**config.mk**
```make
export PLATFORM = sky130hd
export DESIGN_NAME = dsp_timer
export DESIGN_NICKNAME = d
export VERILOG_FILES = /design/src/dsp_pkg.sv /design/src/dsp_timer.sv
export SDC_FILE = /design/constraint.sdc
export NUM_CORES = 1
export LEC_CHECK = 0
export ABC_CLOCK_PERIOD_IN_PS = 5700
export BUFFER_PORTS_ARGS = -buffer_cell sky130_fd_sc_hd__buf_4
export CAP_MARGIN = 10
export CORE_UTILIZATION = 40
export DETAILED_ROUTE_END_ITERATION = 8
export GPL_TIMING_DRIVEN = 0
export PLACE_DENSITY = 0.54
export SETUP_SLACK_MARGIN = 0.5
export SYNTH_ARGS = -nofsm -noshare
export SYNTH_HDL_FRONTEND = slang
export SYNTH_SLANG_ARGS = --single-unit
```
**constraint.sdc**
```tcl
create_clock -name core_clk -period 5.7 [get_ports core_clk]
set_input_delay 0.285 -clock core_clk [delete_from_list [all_inputs] [get_ports core_clk]]
set_output_delay 0.285 -clock core_clk [all_outputs]
set_load 0.02 [all_outputs]
```
**src/dsp_pkg.sv**
```systemverilog
// dsp_pkg: constants, register map and carrier types for the eight-bit
// dual-slope pwm timer. assumes a single core clock and an 8-bit register port.
package dsp_pkg;

   // register map, byte addresses on the 8-bit register port
   localparam logic [7:0] DSP_ADDR_CTRL_A   = 8'h24;
   localparam logic [7:0] DSP_ADDR_CTRL_B   = 8'h25;
   localparam logic [7:0] DSP_ADDR_COUNT    = 8'h26;
   localparam logic [7:0] DSP_ADDR_CMP_A    = 8'h27;
   localparam logic [7:0] DSP_ADDR_CMP_B    = 8'h28;
   localparam logic [7:0] DSP_ADDR_FLAGS    = 8'h29;

   // waveform_control_a fields
   localparam int         DSP_CA_ACT_A_HI   = 7;
   localparam int         DSP_CA_ACT_A_LO   = 6;
   localparam int         DSP_CA_ACT_B_HI   = 5;
   localparam int         DSP_CA_ACT_B_LO   = 4;
   localparam int         DSP_CA_MODE_HI    = 1;
   localparam int         DSP_CA_MODE_LO    = 0;
   localparam logic [7:0] DSP_CA_WR_MASK    = 8'hF3;
   localparam logic [7:0] DSP_CA_RESET      = 8'h00;

   // second control register fields
   localparam int         DSP_CB_FORCE_A    = 7;
   localparam int         DSP_CB_FORCE_B    = 6;
   localparam int         DSP_CB_MODE_BIT2  = 3;
   localparam int         DSP_CB_CS_HI      = 2;
   localparam int         DSP_CB_CS_LO      = 0;

   // flag register fields, write one to clear
   localparam int         DSP_FL_WRAP       = 0;
   localparam int         DSP_FL_MATCH_A    = 1;
   localparam int         DSP_FL_MATCH_B    = 2;

   // counter limits
   localparam logic [7:0] DSP_BOTTOM        = 8'h00;
   localparam logic [7:0] DSP_MAX           = 8'hFF;
   localparam logic [7:0] DSP_ONE           = 8'h01;

   // wave_mode_sel encodings
   localparam logic [2:0] DSP_MODE_PC_MAX   = 3'h1;
   localparam logic [2:0] DSP_MODE_CTC      = 3'h2;
   localparam logic [2:0] DSP_MODE_FAST_MAX = 3'h3;
   localparam logic [2:0] DSP_MODE_PC_CMP   = 3'h5;
   localparam logic [2:0] DSP_MODE_FAST_CMP = 3'h7;

   // output action codes
   localparam logic [1:0] DSP_ACT_OFF       = 2'h0;
   localparam logic [1:0] DSP_ACT_TOGGLE    = 2'h1;
   localparam logic [1:0] DSP_ACT_CLEAR     = 2'h2;
   localparam logic [1:0] DSP_ACT_SET       = 2'h3;

   // prescaler: tick when the masked prescale bits are all ones
   localparam int         DSP_PRESC_W       = 10;
   localparam logic [9:0] DSP_DIV1_MASK     = 10'h000;
   localparam logic [9:0] DSP_DIV8_MASK     = 10'h007;
   localparam logic [9:0] DSP_DIV64_MASK    = 10'h03F;
   localparam logic [9:0] DSP_DIV256_MASK   = 10'h0FF;
   localparam logic [9:0] DSP_DIV1024_MASK  = 10'h3FF;
   localparam logic [9:0] DSP_PRESC_ONE     = 10'h001;

   typedef enum logic [1:0] {DSP_NORMAL, DSP_CTC, DSP_FAST, DSP_PHASE} dsp_mcls_t;
   typedef enum logic {DSP_UP, DSP_DOWN} dsp_dir_t;

   typedef struct packed {
      logic [7:0] addr;
      logic [7:0] wdata;
      logic       wr;
      logic       rd;
   } dsp_bus_req_t;

   typedef struct packed {
      logic wave_out_a;
      logic wave_out_b;
      logic override_a;
      logic override_b;
   } dsp_pins_t;

endpackage

```
**src/dsp_timer.sv**
```systemverilog
// dsp_timer: eight-bit timer with normal, clear-on-match, single-slope and
// dual-slope pwm waveform generation on two channels, with register port.
// assumes bus strobes and the core clock share one domain; the port pin
// driver and its direction bit sit outside this block.
//
// The plain strobed port is this design's own decision.
`timescale 1ns/1ps
`default_nettype none

// Contract
// - modes 1 and 5 count up then down
// - top is 0xFF mode 1, compare A mode 5
// - dual-slope: clear on up match, set down
// - top held one tick, then counts down
// - dual-slope wrap flag set at bottom
// - code two non-inverted, three inverted pwm
// - code one toggles A only with bit2
// - nonzero action overrides pin; direction bit needed
// - dual-slope period is 510 ticks at 0xFF
// - compare bottom constant low in dual-slope, max constant high
// - symmetry transitions without a compare match
// - dual-slope compare at top: act at top
// - single-slope compare at top: act at bottom
// - non-pwm codes: off, toggle, clear, set
// - single-slope: match clears, bottom sets, or inverse
// - counter advances only on prescaled tick
// - control A at 0x24, fields, reset zero
// - action change applies at next match
// - counter eight bits, max 0xFF, bottom 0x00
// - reserved control bits read zero
module dsp_timer (
   input  wire logic                core_clk,
   input  wire logic                rstn,
   input  wire dsp_pkg::dsp_bus_req_t bus_req,
   output var  logic [7:0]          rdata,
   output var  dsp_pkg::dsp_pins_t  pins,
   output var  logic                wrap_flag,
   output var  logic                match_a_flag,
   output var  logic                match_b_flag
);

   typedef struct packed {
      logic [7:0]                        ctrl_a;
      logic                              wave_mode_bit2;
      logic [2:0]                        clk_sel;
      logic [dsp_pkg::DSP_PRESC_W-1:0]   presc;
      logic [7:0]                        count_value;
      dsp_pkg::dsp_dir_t                 dir;
      logic [7:0]                        cmp_a_buf;
      logic [7:0]                        cmp_b_buf;
      logic [7:0]                        cmp_a_act;
      logic [7:0]                        cmp_b_act;
      logic [1:0]                        act_a_eff;
      logic [1:0]                        act_b_eff;
      dsp_pkg::dsp_pins_t                pins;
      logic                              wrap_flag;
      logic                              match_a_flag;
      logic                              match_b_flag;
      logic [7:0]                        rdata;
   } dsp_state_t;

   dsp_state_t st_q;
   dsp_state_t st_d;

   // mode class from the three mode bits; reserved modes run as normal
   function automatic dsp_pkg::dsp_mcls_t dsp_mode_class(input logic [2:0] sel);
      dsp_pkg::dsp_mcls_t c;
      c = dsp_pkg::DSP_NORMAL;
      case (sel)
         dsp_pkg::DSP_MODE_PC_MAX,
         dsp_pkg::DSP_MODE_PC_CMP:   c = dsp_pkg::DSP_PHASE;
         dsp_pkg::DSP_MODE_CTC:      c = dsp_pkg::DSP_CTC;
         dsp_pkg::DSP_MODE_FAST_MAX,
         dsp_pkg::DSP_MODE_FAST_CMP: c = dsp_pkg::DSP_FAST;
         default:                    c = dsp_pkg::DSP_NORMAL;
      endcase
      return c;
   endfunction

   // next level of one waveform bit; tog_ok is false for channel B
   function automatic logic dsp_wave_next(
      input dsp_pkg::dsp_mcls_t m,
      input logic [1:0]         act,
      input logic               tog_ok,
      input logic               cur,
      input logic               hit,
      input logic               at_top,
      input logic               at_bot,
      input logic               cmp_top,
      input logic               up);
      logic v;
      v = cur;
      case (m)
         dsp_pkg::DSP_NORMAL,
         dsp_pkg::DSP_CTC: begin
            if (hit) begin
               case (act)
                  dsp_pkg::DSP_ACT_TOGGLE: v = ~cur;
                  dsp_pkg::DSP_ACT_CLEAR:  v = 1'b0;
                  dsp_pkg::DSP_ACT_SET:    v = 1'b1;
                  default:                 v = cur;
               endcase
            end
         end
         dsp_pkg::DSP_FAST: begin
            if (act[1]) begin
               if (at_top) begin
                  v = ~act[0];
               end else if (hit && !cmp_top) begin
                  v = act[0];
               end
            end else if (act == dsp_pkg::DSP_ACT_TOGGLE && tog_ok && hit) begin
               v = ~cur;
            end
         end
         dsp_pkg::DSP_PHASE: begin
            if (act[1]) begin
               if (at_top && cmp_top) begin
                  v = ~act[0];
               end else if (hit) begin
                  v = up ? act[0] : ~act[0];
               end else if (at_top) begin
                  // a missed upward match is made good at top
                  v = act[0];
               end else if (at_bot) begin
                  // level at bottom must match the start of an up slope
                  v = ~act[0];
               end
            end else if (act == dsp_pkg::DSP_ACT_TOGGLE && tog_ok && hit) begin
               v = ~cur;
            end
         end
         default: v = cur;
      endcase
      return v;
   endfunction

   dsp_pkg::dsp_mcls_t mcls;
   logic [2:0]         mode_sel;
   logic [7:0]         top;
   logic [9:0]         div_mask;
   logic               div_on;
   logic               tick;
   logic               at_top;
   logic               at_bot;
   logic               hit_a;
   logic               hit_b;
   logic               frc_a;
   logic               frc_b;
   logic               wrap_ev;
   logic               buf_load;
   logic [7:0]         cnt_nx;
   logic [1:0]         field_a;
   logic [1:0]         field_b;
   logic [1:0]         use_a;
   logic [1:0]         use_b;
   logic               wr_fl;
   logic [7:0]         clr;
   dsp_pkg::dsp_dir_t  dir_nx;

   assign mode_sel = {st_q.wave_mode_bit2,
                      st_q.ctrl_a[dsp_pkg::DSP_CA_MODE_HI:dsp_pkg::DSP_CA_MODE_LO]};
   assign mcls     = dsp_mode_class(mode_sel);
   assign field_a  = st_q.ctrl_a[dsp_pkg::DSP_CA_ACT_A_HI:dsp_pkg::DSP_CA_ACT_A_LO];
   assign field_b  = st_q.ctrl_a[dsp_pkg::DSP_CA_ACT_B_HI:dsp_pkg::DSP_CA_ACT_B_LO];

   // top comes from compare A in modes 2, 5 and 7, else fixed at max
   always_comb begin
      case (mode_sel)
         dsp_pkg::DSP_MODE_PC_CMP,
         dsp_pkg::DSP_MODE_FAST_CMP,
         dsp_pkg::DSP_MODE_CTC: top = st_q.cmp_a_act;
         default:               top = dsp_pkg::DSP_MAX;
      endcase
   end

   // prescaler; select values 0, 6 and 7 stop the timer
   always_comb begin
      div_on = 1'b1;
      case (st_q.clk_sel)
         3'h1:    div_mask = dsp_pkg::DSP_DIV1_MASK;
         3'h2:    div_mask = dsp_pkg::DSP_DIV8_MASK;
         3'h3:    div_mask = dsp_pkg::DSP_DIV64_MASK;
         3'h4:    div_mask = dsp_pkg::DSP_DIV256_MASK;
         3'h5:    div_mask = dsp_pkg::DSP_DIV1024_MASK;
         default: begin
            div_mask = dsp_pkg::DSP_DIV1_MASK;
            div_on   = 1'b0;
         end
      endcase
   end

   assign tick   = div_on && ((st_q.presc & div_mask) == div_mask);
   assign at_top = tick && (st_q.count_value == top) &&
                   (mcls == dsp_pkg::DSP_FAST ||
                    (mcls == dsp_pkg::DSP_PHASE && st_q.dir == dsp_pkg::DSP_UP));
   assign at_bot = tick && (mcls == dsp_pkg::DSP_PHASE) &&
                   (st_q.count_value == dsp_pkg::DSP_BOTTOM);
   assign hit_a  = tick && (st_q.count_value == st_q.cmp_a_act);
   assign hit_b  = tick && (st_q.count_value == st_q.cmp_b_act);

   // forced matches only in the non-pwm modes; no flag, no counter clear
   assign frc_a = bus_req.wr && bus_req.addr == dsp_pkg::DSP_ADDR_CTRL_B &&
                  bus_req.wdata[dsp_pkg::DSP_CB_FORCE_A] &&
                  (mcls == dsp_pkg::DSP_NORMAL || mcls == dsp_pkg::DSP_CTC);
   assign frc_b = bus_req.wr && bus_req.addr == dsp_pkg::DSP_ADDR_CTRL_B &&
                  bus_req.wdata[dsp_pkg::DSP_CB_FORCE_B] &&
                  (mcls == dsp_pkg::DSP_NORMAL || mcls == dsp_pkg::DSP_CTC);

   // a new action field is only picked up by a match
   assign use_a = (hit_a || frc_a) ? field_a : st_q.act_a_eff;
   assign use_b = (hit_b || frc_b) ? field_b : st_q.act_b_eff;

   // counter sequence per mode class
   always_comb begin
      cnt_nx   = st_q.count_value;
      wrap_ev  = 1'b0;
      buf_load = 1'b0;
      dir_nx   = st_q.dir;
      if (tick) begin
         case (mcls)
            dsp_pkg::DSP_NORMAL: begin
               cnt_nx  = st_q.count_value + dsp_pkg::DSP_ONE;
               wrap_ev = (st_q.count_value == dsp_pkg::DSP_MAX);
            end
            dsp_pkg::DSP_CTC: begin
               cnt_nx  = (st_q.count_value == top) ? dsp_pkg::DSP_BOTTOM :
                         st_q.count_value + dsp_pkg::DSP_ONE;
               wrap_ev = (st_q.count_value == dsp_pkg::DSP_MAX);
            end
            dsp_pkg::DSP_FAST: begin
               cnt_nx   = (st_q.count_value == top) ? dsp_pkg::DSP_BOTTOM :
                          st_q.count_value + dsp_pkg::DSP_ONE;
               wrap_ev  = (st_q.count_value == top);
               buf_load = (st_q.count_value == top);
            end
            dsp_pkg::DSP_PHASE: begin
               if (st_q.dir == dsp_pkg::DSP_UP) begin
                  if (st_q.count_value >= top) begin
                     // one tick at top, then turn round
                     cnt_nx   = (top == dsp_pkg::DSP_BOTTOM) ? dsp_pkg::DSP_BOTTOM :
                                st_q.count_value - dsp_pkg::DSP_ONE;
                     dir_nx   = dsp_pkg::DSP_DOWN;
                     buf_load = (st_q.count_value == top);
                  end else begin
                     cnt_nx = st_q.count_value + dsp_pkg::DSP_ONE;
                  end
               end else begin
                  if (st_q.count_value == dsp_pkg::DSP_BOTTOM) begin
                     cnt_nx   = (top == dsp_pkg::DSP_BOTTOM) ? dsp_pkg::DSP_BOTTOM :
                                dsp_pkg::DSP_ONE;
                     dir_nx   = dsp_pkg::DSP_UP;
                  end else begin
                     cnt_nx = st_q.count_value - dsp_pkg::DSP_ONE;
                  end
               end
               wrap_ev = (cnt_nx == dsp_pkg::DSP_BOTTOM) &&
                         (st_q.count_value != dsp_pkg::DSP_BOTTOM);
            end
            default: cnt_nx = st_q.count_value;
         endcase
      end
      if (mcls != dsp_pkg::DSP_PHASE) begin
         dir_nx = dsp_pkg::DSP_UP;
      end
   end

   assign wr_fl = bus_req.wr && bus_req.addr == dsp_pkg::DSP_ADDR_FLAGS;
   assign clr   = wr_fl ? bus_req.wdata : 8'h00;

   always_comb begin
      st_d.ctrl_a         = st_q.ctrl_a;
      st_d.wave_mode_bit2 = st_q.wave_mode_bit2;
      st_d.clk_sel        = st_q.clk_sel;
      st_d.presc          = st_q.presc + dsp_pkg::DSP_PRESC_ONE;
      st_d.count_value    = cnt_nx;
      st_d.dir            = dir_nx;
      st_d.cmp_a_buf      = st_q.cmp_a_buf;
      st_d.cmp_b_buf      = st_q.cmp_b_buf;
      st_d.rdata          = 8'h00;

      if (bus_req.wr) begin
         case (bus_req.addr)
            dsp_pkg::DSP_ADDR_CTRL_A:
               st_d.ctrl_a = bus_req.wdata & dsp_pkg::DSP_CA_WR_MASK;
            dsp_pkg::DSP_ADDR_CTRL_B: begin
               st_d.wave_mode_bit2 = bus_req.wdata[dsp_pkg::DSP_CB_MODE_BIT2];
               st_d.clk_sel = bus_req.wdata[dsp_pkg::DSP_CB_CS_HI:dsp_pkg::DSP_CB_CS_LO];
            end
            dsp_pkg::DSP_ADDR_COUNT: st_d.count_value = bus_req.wdata;
            dsp_pkg::DSP_ADDR_CMP_A: st_d.cmp_a_buf   = bus_req.wdata;
            dsp_pkg::DSP_ADDR_CMP_B: st_d.cmp_b_buf   = bus_req.wdata;
            default: st_d.rdata = 8'h00;
         endcase
      end

      if (bus_req.rd) begin
         case (bus_req.addr)
            dsp_pkg::DSP_ADDR_CTRL_A: st_d.rdata = st_q.ctrl_a;
            dsp_pkg::DSP_ADDR_CTRL_B:
               st_d.rdata = {4'h0, st_q.wave_mode_bit2, st_q.clk_sel};
            dsp_pkg::DSP_ADDR_COUNT:  st_d.rdata = st_q.count_value;
            dsp_pkg::DSP_ADDR_CMP_A:  st_d.rdata = st_q.cmp_a_buf;
            dsp_pkg::DSP_ADDR_CMP_B:  st_d.rdata = st_q.cmp_b_buf;
            dsp_pkg::DSP_ADDR_FLAGS:
               st_d.rdata = {5'h00, st_q.match_b_flag, st_q.match_a_flag, st_q.wrap_flag};
            default:                  st_d.rdata = 8'h00;
         endcase
      end

      // immediate modes follow the buffer; pwm modes load at the turn point
      if (mcls == dsp_pkg::DSP_NORMAL || mcls == dsp_pkg::DSP_CTC || buf_load) begin
         st_d.cmp_a_act = st_d.cmp_a_buf;
         st_d.cmp_b_act = st_d.cmp_b_buf;
      end else begin
         st_d.cmp_a_act = st_q.cmp_a_act;
         st_d.cmp_b_act = st_q.cmp_b_act;
      end

      st_d.act_a_eff = use_a;
      st_d.act_b_eff = use_b;

      st_d.pins.wave_out_a = dsp_wave_next(mcls, use_a, st_q.wave_mode_bit2,
                                           st_q.pins.wave_out_a, hit_a || frc_a,
                                           at_top, at_bot, st_q.cmp_a_act == top,
                                           st_q.dir == dsp_pkg::DSP_UP ||
                                           st_q.count_value == dsp_pkg::DSP_BOTTOM);
      st_d.pins.wave_out_b = dsp_wave_next(mcls, use_b, 1'b0,
                                           st_q.pins.wave_out_b, hit_b || frc_b,
                                           at_top, at_bot, st_q.cmp_b_act == top,
                                           st_q.dir == dsp_pkg::DSP_UP ||
                                           st_q.count_value == dsp_pkg::DSP_BOTTOM);

      // pin takeover follows the raw field, not the latched action
      st_d.pins.override_a = (field_a != dsp_pkg::DSP_ACT_OFF);
      st_d.pins.override_b = (field_b != dsp_pkg::DSP_ACT_OFF);

      // set beats a same-cycle clear
      st_d.wrap_flag    = wrap_ev ||
                          (st_q.wrap_flag && !clr[dsp_pkg::DSP_FL_WRAP]);
      st_d.match_a_flag = hit_a ||
                          (st_q.match_a_flag && !clr[dsp_pkg::DSP_FL_MATCH_A]);
      st_d.match_b_flag = hit_b ||
                          (st_q.match_b_flag && !clr[dsp_pkg::DSP_FL_MATCH_B]);
   end

   always_ff @(posedge core_clk or negedge rstn) begin
      if (!rstn) begin
         st_q        <= '0;
         st_q.ctrl_a <= dsp_pkg::DSP_CA_RESET;
         st_q.dir    <= dsp_pkg::DSP_UP;
      end else begin
         st_q <= st_d;
      end
   end

   assign rdata        = st_q.rdata;
   assign pins         = st_q.pins;
   assign wrap_flag    = st_q.wrap_flag;
   assign match_a_flag = st_q.match_a_flag;
   assign match_b_flag = st_q.match_b_flag;

endmodule
`default_nettype wire

```
After elaboration in Yosys (flattened, before gate mapping)
Cells that the tools add are included.
{"block": "classes", "n_addsub": 3, "mul": 0, "div": 0, "n_lt_le_gt_ge": 1, "eq_ne": 43, "shift": 0, "mux": 61, "n_bitwise": 6, "n_reduce_logical": 58}
{"op": "2-to-1 mux 8 bit", "count": 14}
{"op": "== test 8 x 6 -> 1 bit, second input constant", "count": 6}
{"op": "case mux 8 bit (6 select lines)", "count": 1}
{"op": "== test 8 bit", "count": 5}
{"op": "case mux 10 bit (4 select lines)", "count": 1}
{"op": "2-to-1 mux 1 bit", "count": 33}
{"op": "logical AND 1 bit", "count": 24}
{"op": "zero test 8 bit", "count": 3}
{"op": "case mux 8 bit (3 select lines)", "count": 1}
{"op": "2-to-1 mux 16 bit", "count": 1}
{"op": "case mux 1 bit (3 select lines)", "count": 5}
{"op": "== test 2 bit, second input constant", "count": 6}
{"op": "== test 3 x 2 -> 1 bit, second input constant", "count": 4}
{"op": "== test 3 bit, second input constant", "count": 4}
{"op": "adder 10 x 1 -> 10 bit, second input constant", "count": 1}
{"op": "AND 10 bit", "count": 1}
{"op": "== test 10 bit", "count": 1}
{"op": "logical OR 1 bit", "count": 9}
{"op": "adder 8 x 1 -> 8 bit, second input constant", "count": 1}
{"op": "== test 8 bit, second input constant", "count": 1}
{"op": ">= comparator 8 bit", "count": 1}
{"op": "!= test 4 x 1 -> 1 bit, second input constant", "count": 2}
{"op": "nonzero test 2 bit", "count": 4}
{"op": "nonzero test 8 bit", "count": 1}
{"op": "22 further kinds", "count": 42}
{"block": "word_totals", "ff_bits": 80, "latchBits": 0, "mem_bits_rw": 0, "mem_bits_ro": 0, "in_bits": 20, "word_cells": 192, "n_memories": 0}

Depth between registers and ports, before layout
{"block": "logic_depth", "word_depth": 15, "mapped_depth": 16}

Worst setup path before layout
OpenSTA, ideal clock, no wires.
{"block": "synth_path", "path_kind": "register -> register", "start": "register st_q (netlist bit mode_sel[1])", "end": "register st_q (netlist bit wrap_flag)", "setup_ns": 0.073, "arrival_time_ns": 4.028, "required_time_ns": 5.627, "setup_slack_ns": 1.599, "stages_incl_launch_ff": 16, "cell_sequence": "dfrtp_1 clkbuf_1 nor3b_1 nor2_1 clkbuf_1 or2_2 ha_1 nand2b_1 a2111o_1 a211oi_2 nor4_1 a311o_1 a32o_1 nand3b_4 a2111oi_4 a2bb2oi_2"}
{"item": "start, declared", "line_no": "dsp_timer.sv:62", "source": "dsp_state_t st_q;"}
{"item": "start signal, assigned", "line_no": "dsp_timer.sv:353", "source": "st_q <= st_d;"}

Final worst setup path
{"block": "layout_path", "start": "register st_q (netlist bit mode_sel[1])", "end": "register st_q[21] in the netlist's numbering"}
{"block": "layout_between", "elab_chain_len": 9, "elab_cells_between_ends": 22, "cone_classes": "order compare (1); eq/ne (9); mux (6); reduce/logical (6)"}
{"item": "== test 3 bit / == test 3 x 2 -> 1 bit (equally long branches)", "line_no": "dsp_timer.sv:69, dsp_timer.sv:169"}
{"item": "OR reduction 3 bit", "line_no": "dsp_timer.sv:169", "source": "case (mode_sel)"}
{"item": "2-to-1 mux 8 bit", "line_no": "dsp_timer.sv:169"}
{"item": ">= comparator 8 bit / == test 8 bit (equally long branches)", "line_no": "dsp_timer.sv:239, dsp_timer.sv:235, dsp_timer.sv:244"}
{"item": "2-to-1 mux 1 bit", "line_no": "dsp_timer.sv:239", "source": "if (st_q.count_value >= top) begin"}
{"item": "2-to-1 mux 1 bit", "line_no": "dsp_timer.sv:238", "source": "if (st_q.dir == dsp_pkg::DSP_UP) begin"}
{"item": "case mux 1 bit (2 select lines)", "line_no": "dsp_timer.sv:221", "source": "case (mcls)"}
{"item": "2-to-1 mux 1 bit", "line_no": "dsp_timer.sv:220", "source": "if (tick) begin"}
{"item": "logical OR 1 bit (*)", "line_no": "dsp_timer.sv:312", "source": "if (mcls == dsp_pkg::DSP_NORMAL || mcls == dsp_pkg::DSP_CTC || buf_load) begin"}
Mark *: on every way between the ends. The rest lies on a longest branch, timed or not.
A chain may end at the register's enable or synchronous reset.

==> out/metrics.cfg <==
[run_status]
status = completed

[power_and_ir_drop]
ir_drop_v = 0.000155
combPwrFrac_pct = 33.9
p_int_mw = 1.29
leakage_nw = 2.71
p_clk_share_pct = 31.3
seq_power_share_pct = 34.8
power_density_nw_per_um2 = 328
power.switching_mw = 0.714
switching_share_pct = 35.7
p_total_mw = 2.00

[global_route]
grt_pass1_vias = 4219
track_usage_pct = 23.2
grt_pass1_wl_mm = 23.4
grt-ovfl-total = 0
antenna_found_initial = 1
grt_max_degree = 81

[timing]
slew_violations = 0
setup_viol = 0
hold_viol = 0
grt_setup_unrepaired = no
max-slew-margin-rel_pct = 30.6
fmax_mhz = 208
setup_tns_ns = 0
tightest_slew_ns = 1.01
fin_crit_sh_pct = 84.2
fin_worst_skew_ns = 0.00892
fin_crit_ns = 4.80

[layout]
area_delta_synth_final_pct = 15.0
fin_nets = 634
drive_gt1_share_pct = 20.6
final_core_util_pct = 47.8

[route]
drt_first_pass_iters = 5
post_drt_wl_per_cell_um = 19.5
ant_nets = 0
vias = 4531
routed_wirelength_mm = 15.1
vias_per_cell = 5.84
drt_iter0_drc = 361
drc = 0

[clock_network]
h-tree-depth = 3
clkSinkCount = 80
cts_hold_buffers = 0
cts_setup_buffers = 0
numCtsBuffers = 9
cts_tree = done
cts.path.max_buffers = 2
clk_pin_slew_worst_paths_ns = 0.06
root_buffer = clkbuf_16
clk_latency_ns = 0.35

[place]
dp_hpwl_mm = 11.5
place.port_buffers = 32
place.gp.congestion = 0.883

[worst_setup_path]
cp_cell_sequence = clkbuf_1 -> nor3b_2 -> nor2_1 -> clkbuf_1 -> or2_2 -> ha_1 -> nand4_1 -> nor4b_1 -> o211ai_1 -> nand2_1 -> clkbuf_2 -> mux2_2
endpoint_kind = flip-flop
cpLargestDelayFamily = simple AND/OR/NAND/NOR gates
crit_buf_inv = 3
path_common_cell = clkbuf_1
critPathLaunchType = flip-flop
slowest_stage = nor4b_1
cp.arrival_ns = 5.03
critical-path-max-stage-delay_ns = 0.58
cp.required_ns = 5.93
worstPathMaxFanout = 10
crit_type = flip-flop to flip-flop
regToRegSetupSlack_ns = 0.90

[synth]
postSynthAreaPerCell_sq_um = 9.56
synth.largest_area_cell = dfrtp_1
synth_nets = 590
synth.area.top_cells = dfrtp_1, mux2_2, xnor2_1, ha_1, nor2_1
synth.distinct_cells = 70
async_flop_share_pct = 100
synth_top_area_share_pct = 37.7
synth.most_common_cell = dfrtp_1
synth-edff-count = 0
yosys_most_used_dff = dfrtp_1
ys_warn_count = 0
syn_inst = 555
synth_common_cells = dfrtp_1, mux2_2, nor2_1, nand2_1, a21oi_1
netlist_area_sq_um = 5310
ys_seq_area_share_pct = 37.7
ys_ff_latch = 80

[floorplan]
core_sq_um = 12800
die-area_sq_um = 13700
start_util_pct = 41.6
die-height_um = 117
die-width_um = 117
row_count = 41
io_pins = 35

[worst_hold_path]
hp-class = input pin to asynchronous set/reset pin

[flow_run]
drv_cap = 0

==> layout make-up <==
| class | instances | area [sq um] |
|---|---|---|
| Fill cell | 1219 | 6670 |
| Multi-Input combinational cell | 416 | 3040 |
| Sequential cell | 80 | 2000 |
| Timing Repair Buffer | 33 | 245 |
| Clock buffer | 10 | 239 |
| Buffer | 42 | 216 |
| Tap cell | 172 | 215 |
| Clock inverter | 5 | 81.3 |
| Inverter | 17 | 63.8 |
| Antenna cell | 1 | 2.50 |
==> per-stage QoR <==
stage	worst slack, ns	hold WS [ns]	instances	instance area (sq um)
3_5_place_dp	0.699	0.463	759	5760
2_1_floorplan	1.60	-0.0106	555	5310
3_3_place_gp	0.701	0.429	759	5760
4_1_cts	0.656	0.157	774	6080
6_report	0.900	0.110	776	6100
5_1_grt	0.609	0.194	775	6100
==> what timing repair did <==
item	CTS	global route
endpoints found under the hold margin	0	0
endpoints found under the setup margin	0	12
resized for setup	0	4
==> final timing paths <==
| path | startpoint | end | cells past startpoint |
|---|---|---|---|
| hold reg to reg | st_q[65]$_DFF_PN0_ | st_q[65]$_DFF_PN0_ | 1 |
| setup reg to reg | mode_sel[1]$_DFFE_PN0P_ | st_q[21]$_DFFE_PN0P_ | 12 |
| setup / recovery | mode_sel[1]$_DFFE_PN0P_ | st_q[21]$_DFFE_PN0P_ | 12 |
| min in group core_clk | bus_req[5] | mode_sel[2]$_DFFE_PN0P_ | 2 |
| hold / removal | rstn | st_q[65]$_DFF_PN0_ | 1 |
| max in group asynchronous | rstn | st_q[57]$_DFF_PN0_ | 1 |
==> power groups by stage <==
stage               sequential, mW  clock (mW)  combinational [mW]
global route                 0.705       0.666               0.739
finish                       0.697       0.627               0.679
CTS                          0.696       0.642               0.669
floorplan                    0.691           0               0.467
global placement             0.706           0               0.653
detailed placement           0.705           0               0.664
==> routing by layer <==
| layer | track usage (%) | share of wire (%) |
|---|---|---|
| met1 | 31.8 | 47 |
| met2 | 36.5 | 46 |
| met3 | 5.51 | 5.6 |
| met4 | 6.16 | 1.3 |
| met5 | 0 | 0 |
==> cells by family (layout without fill, tap and decap cells) <==
group	Yosys count	in the layout	synth area share, %
AOI/OAI and AO/OA	130	130	18.3
xor gates and xnor gates	34	34	5.61
adders and majority gates	15	15	3.54
buffers and inverters	59	107	5.26
DFF	80	80	37.7
muxes	55	55	11.5
other	0	1	0
and+or+nand+nor	182	182	18.1
==> cell usage in the layout, fill, tap and decap left out, drive strengths merged, types with 7 or more instances in the layout <==
cell / instances
o21ai: 25
xnor2: 26
mux2i: 9
dfrtp: 80
nor3: 9
nand4: 14
nor4: 9
buf: 50
ha: 15
mux2: 46
nand2: 43
inv: 17
nor2: 46
clkbuf: 35
o221ai: 8
xor2: 8
a21oi: 28
a221oi: 10
and3: 12
and2: 7
nand3: 13
==> state kept, by name (all words and copies together), names as in the netlist <==
signal and flops:
field_a 2, field_b 2, match_a_flag 1, match_b_flag 1, mode_sel 3, pins 4, rdata 8, st_q 58
wrap_flag 1
No activity file was read; power rests on OpenSTA's default activity.
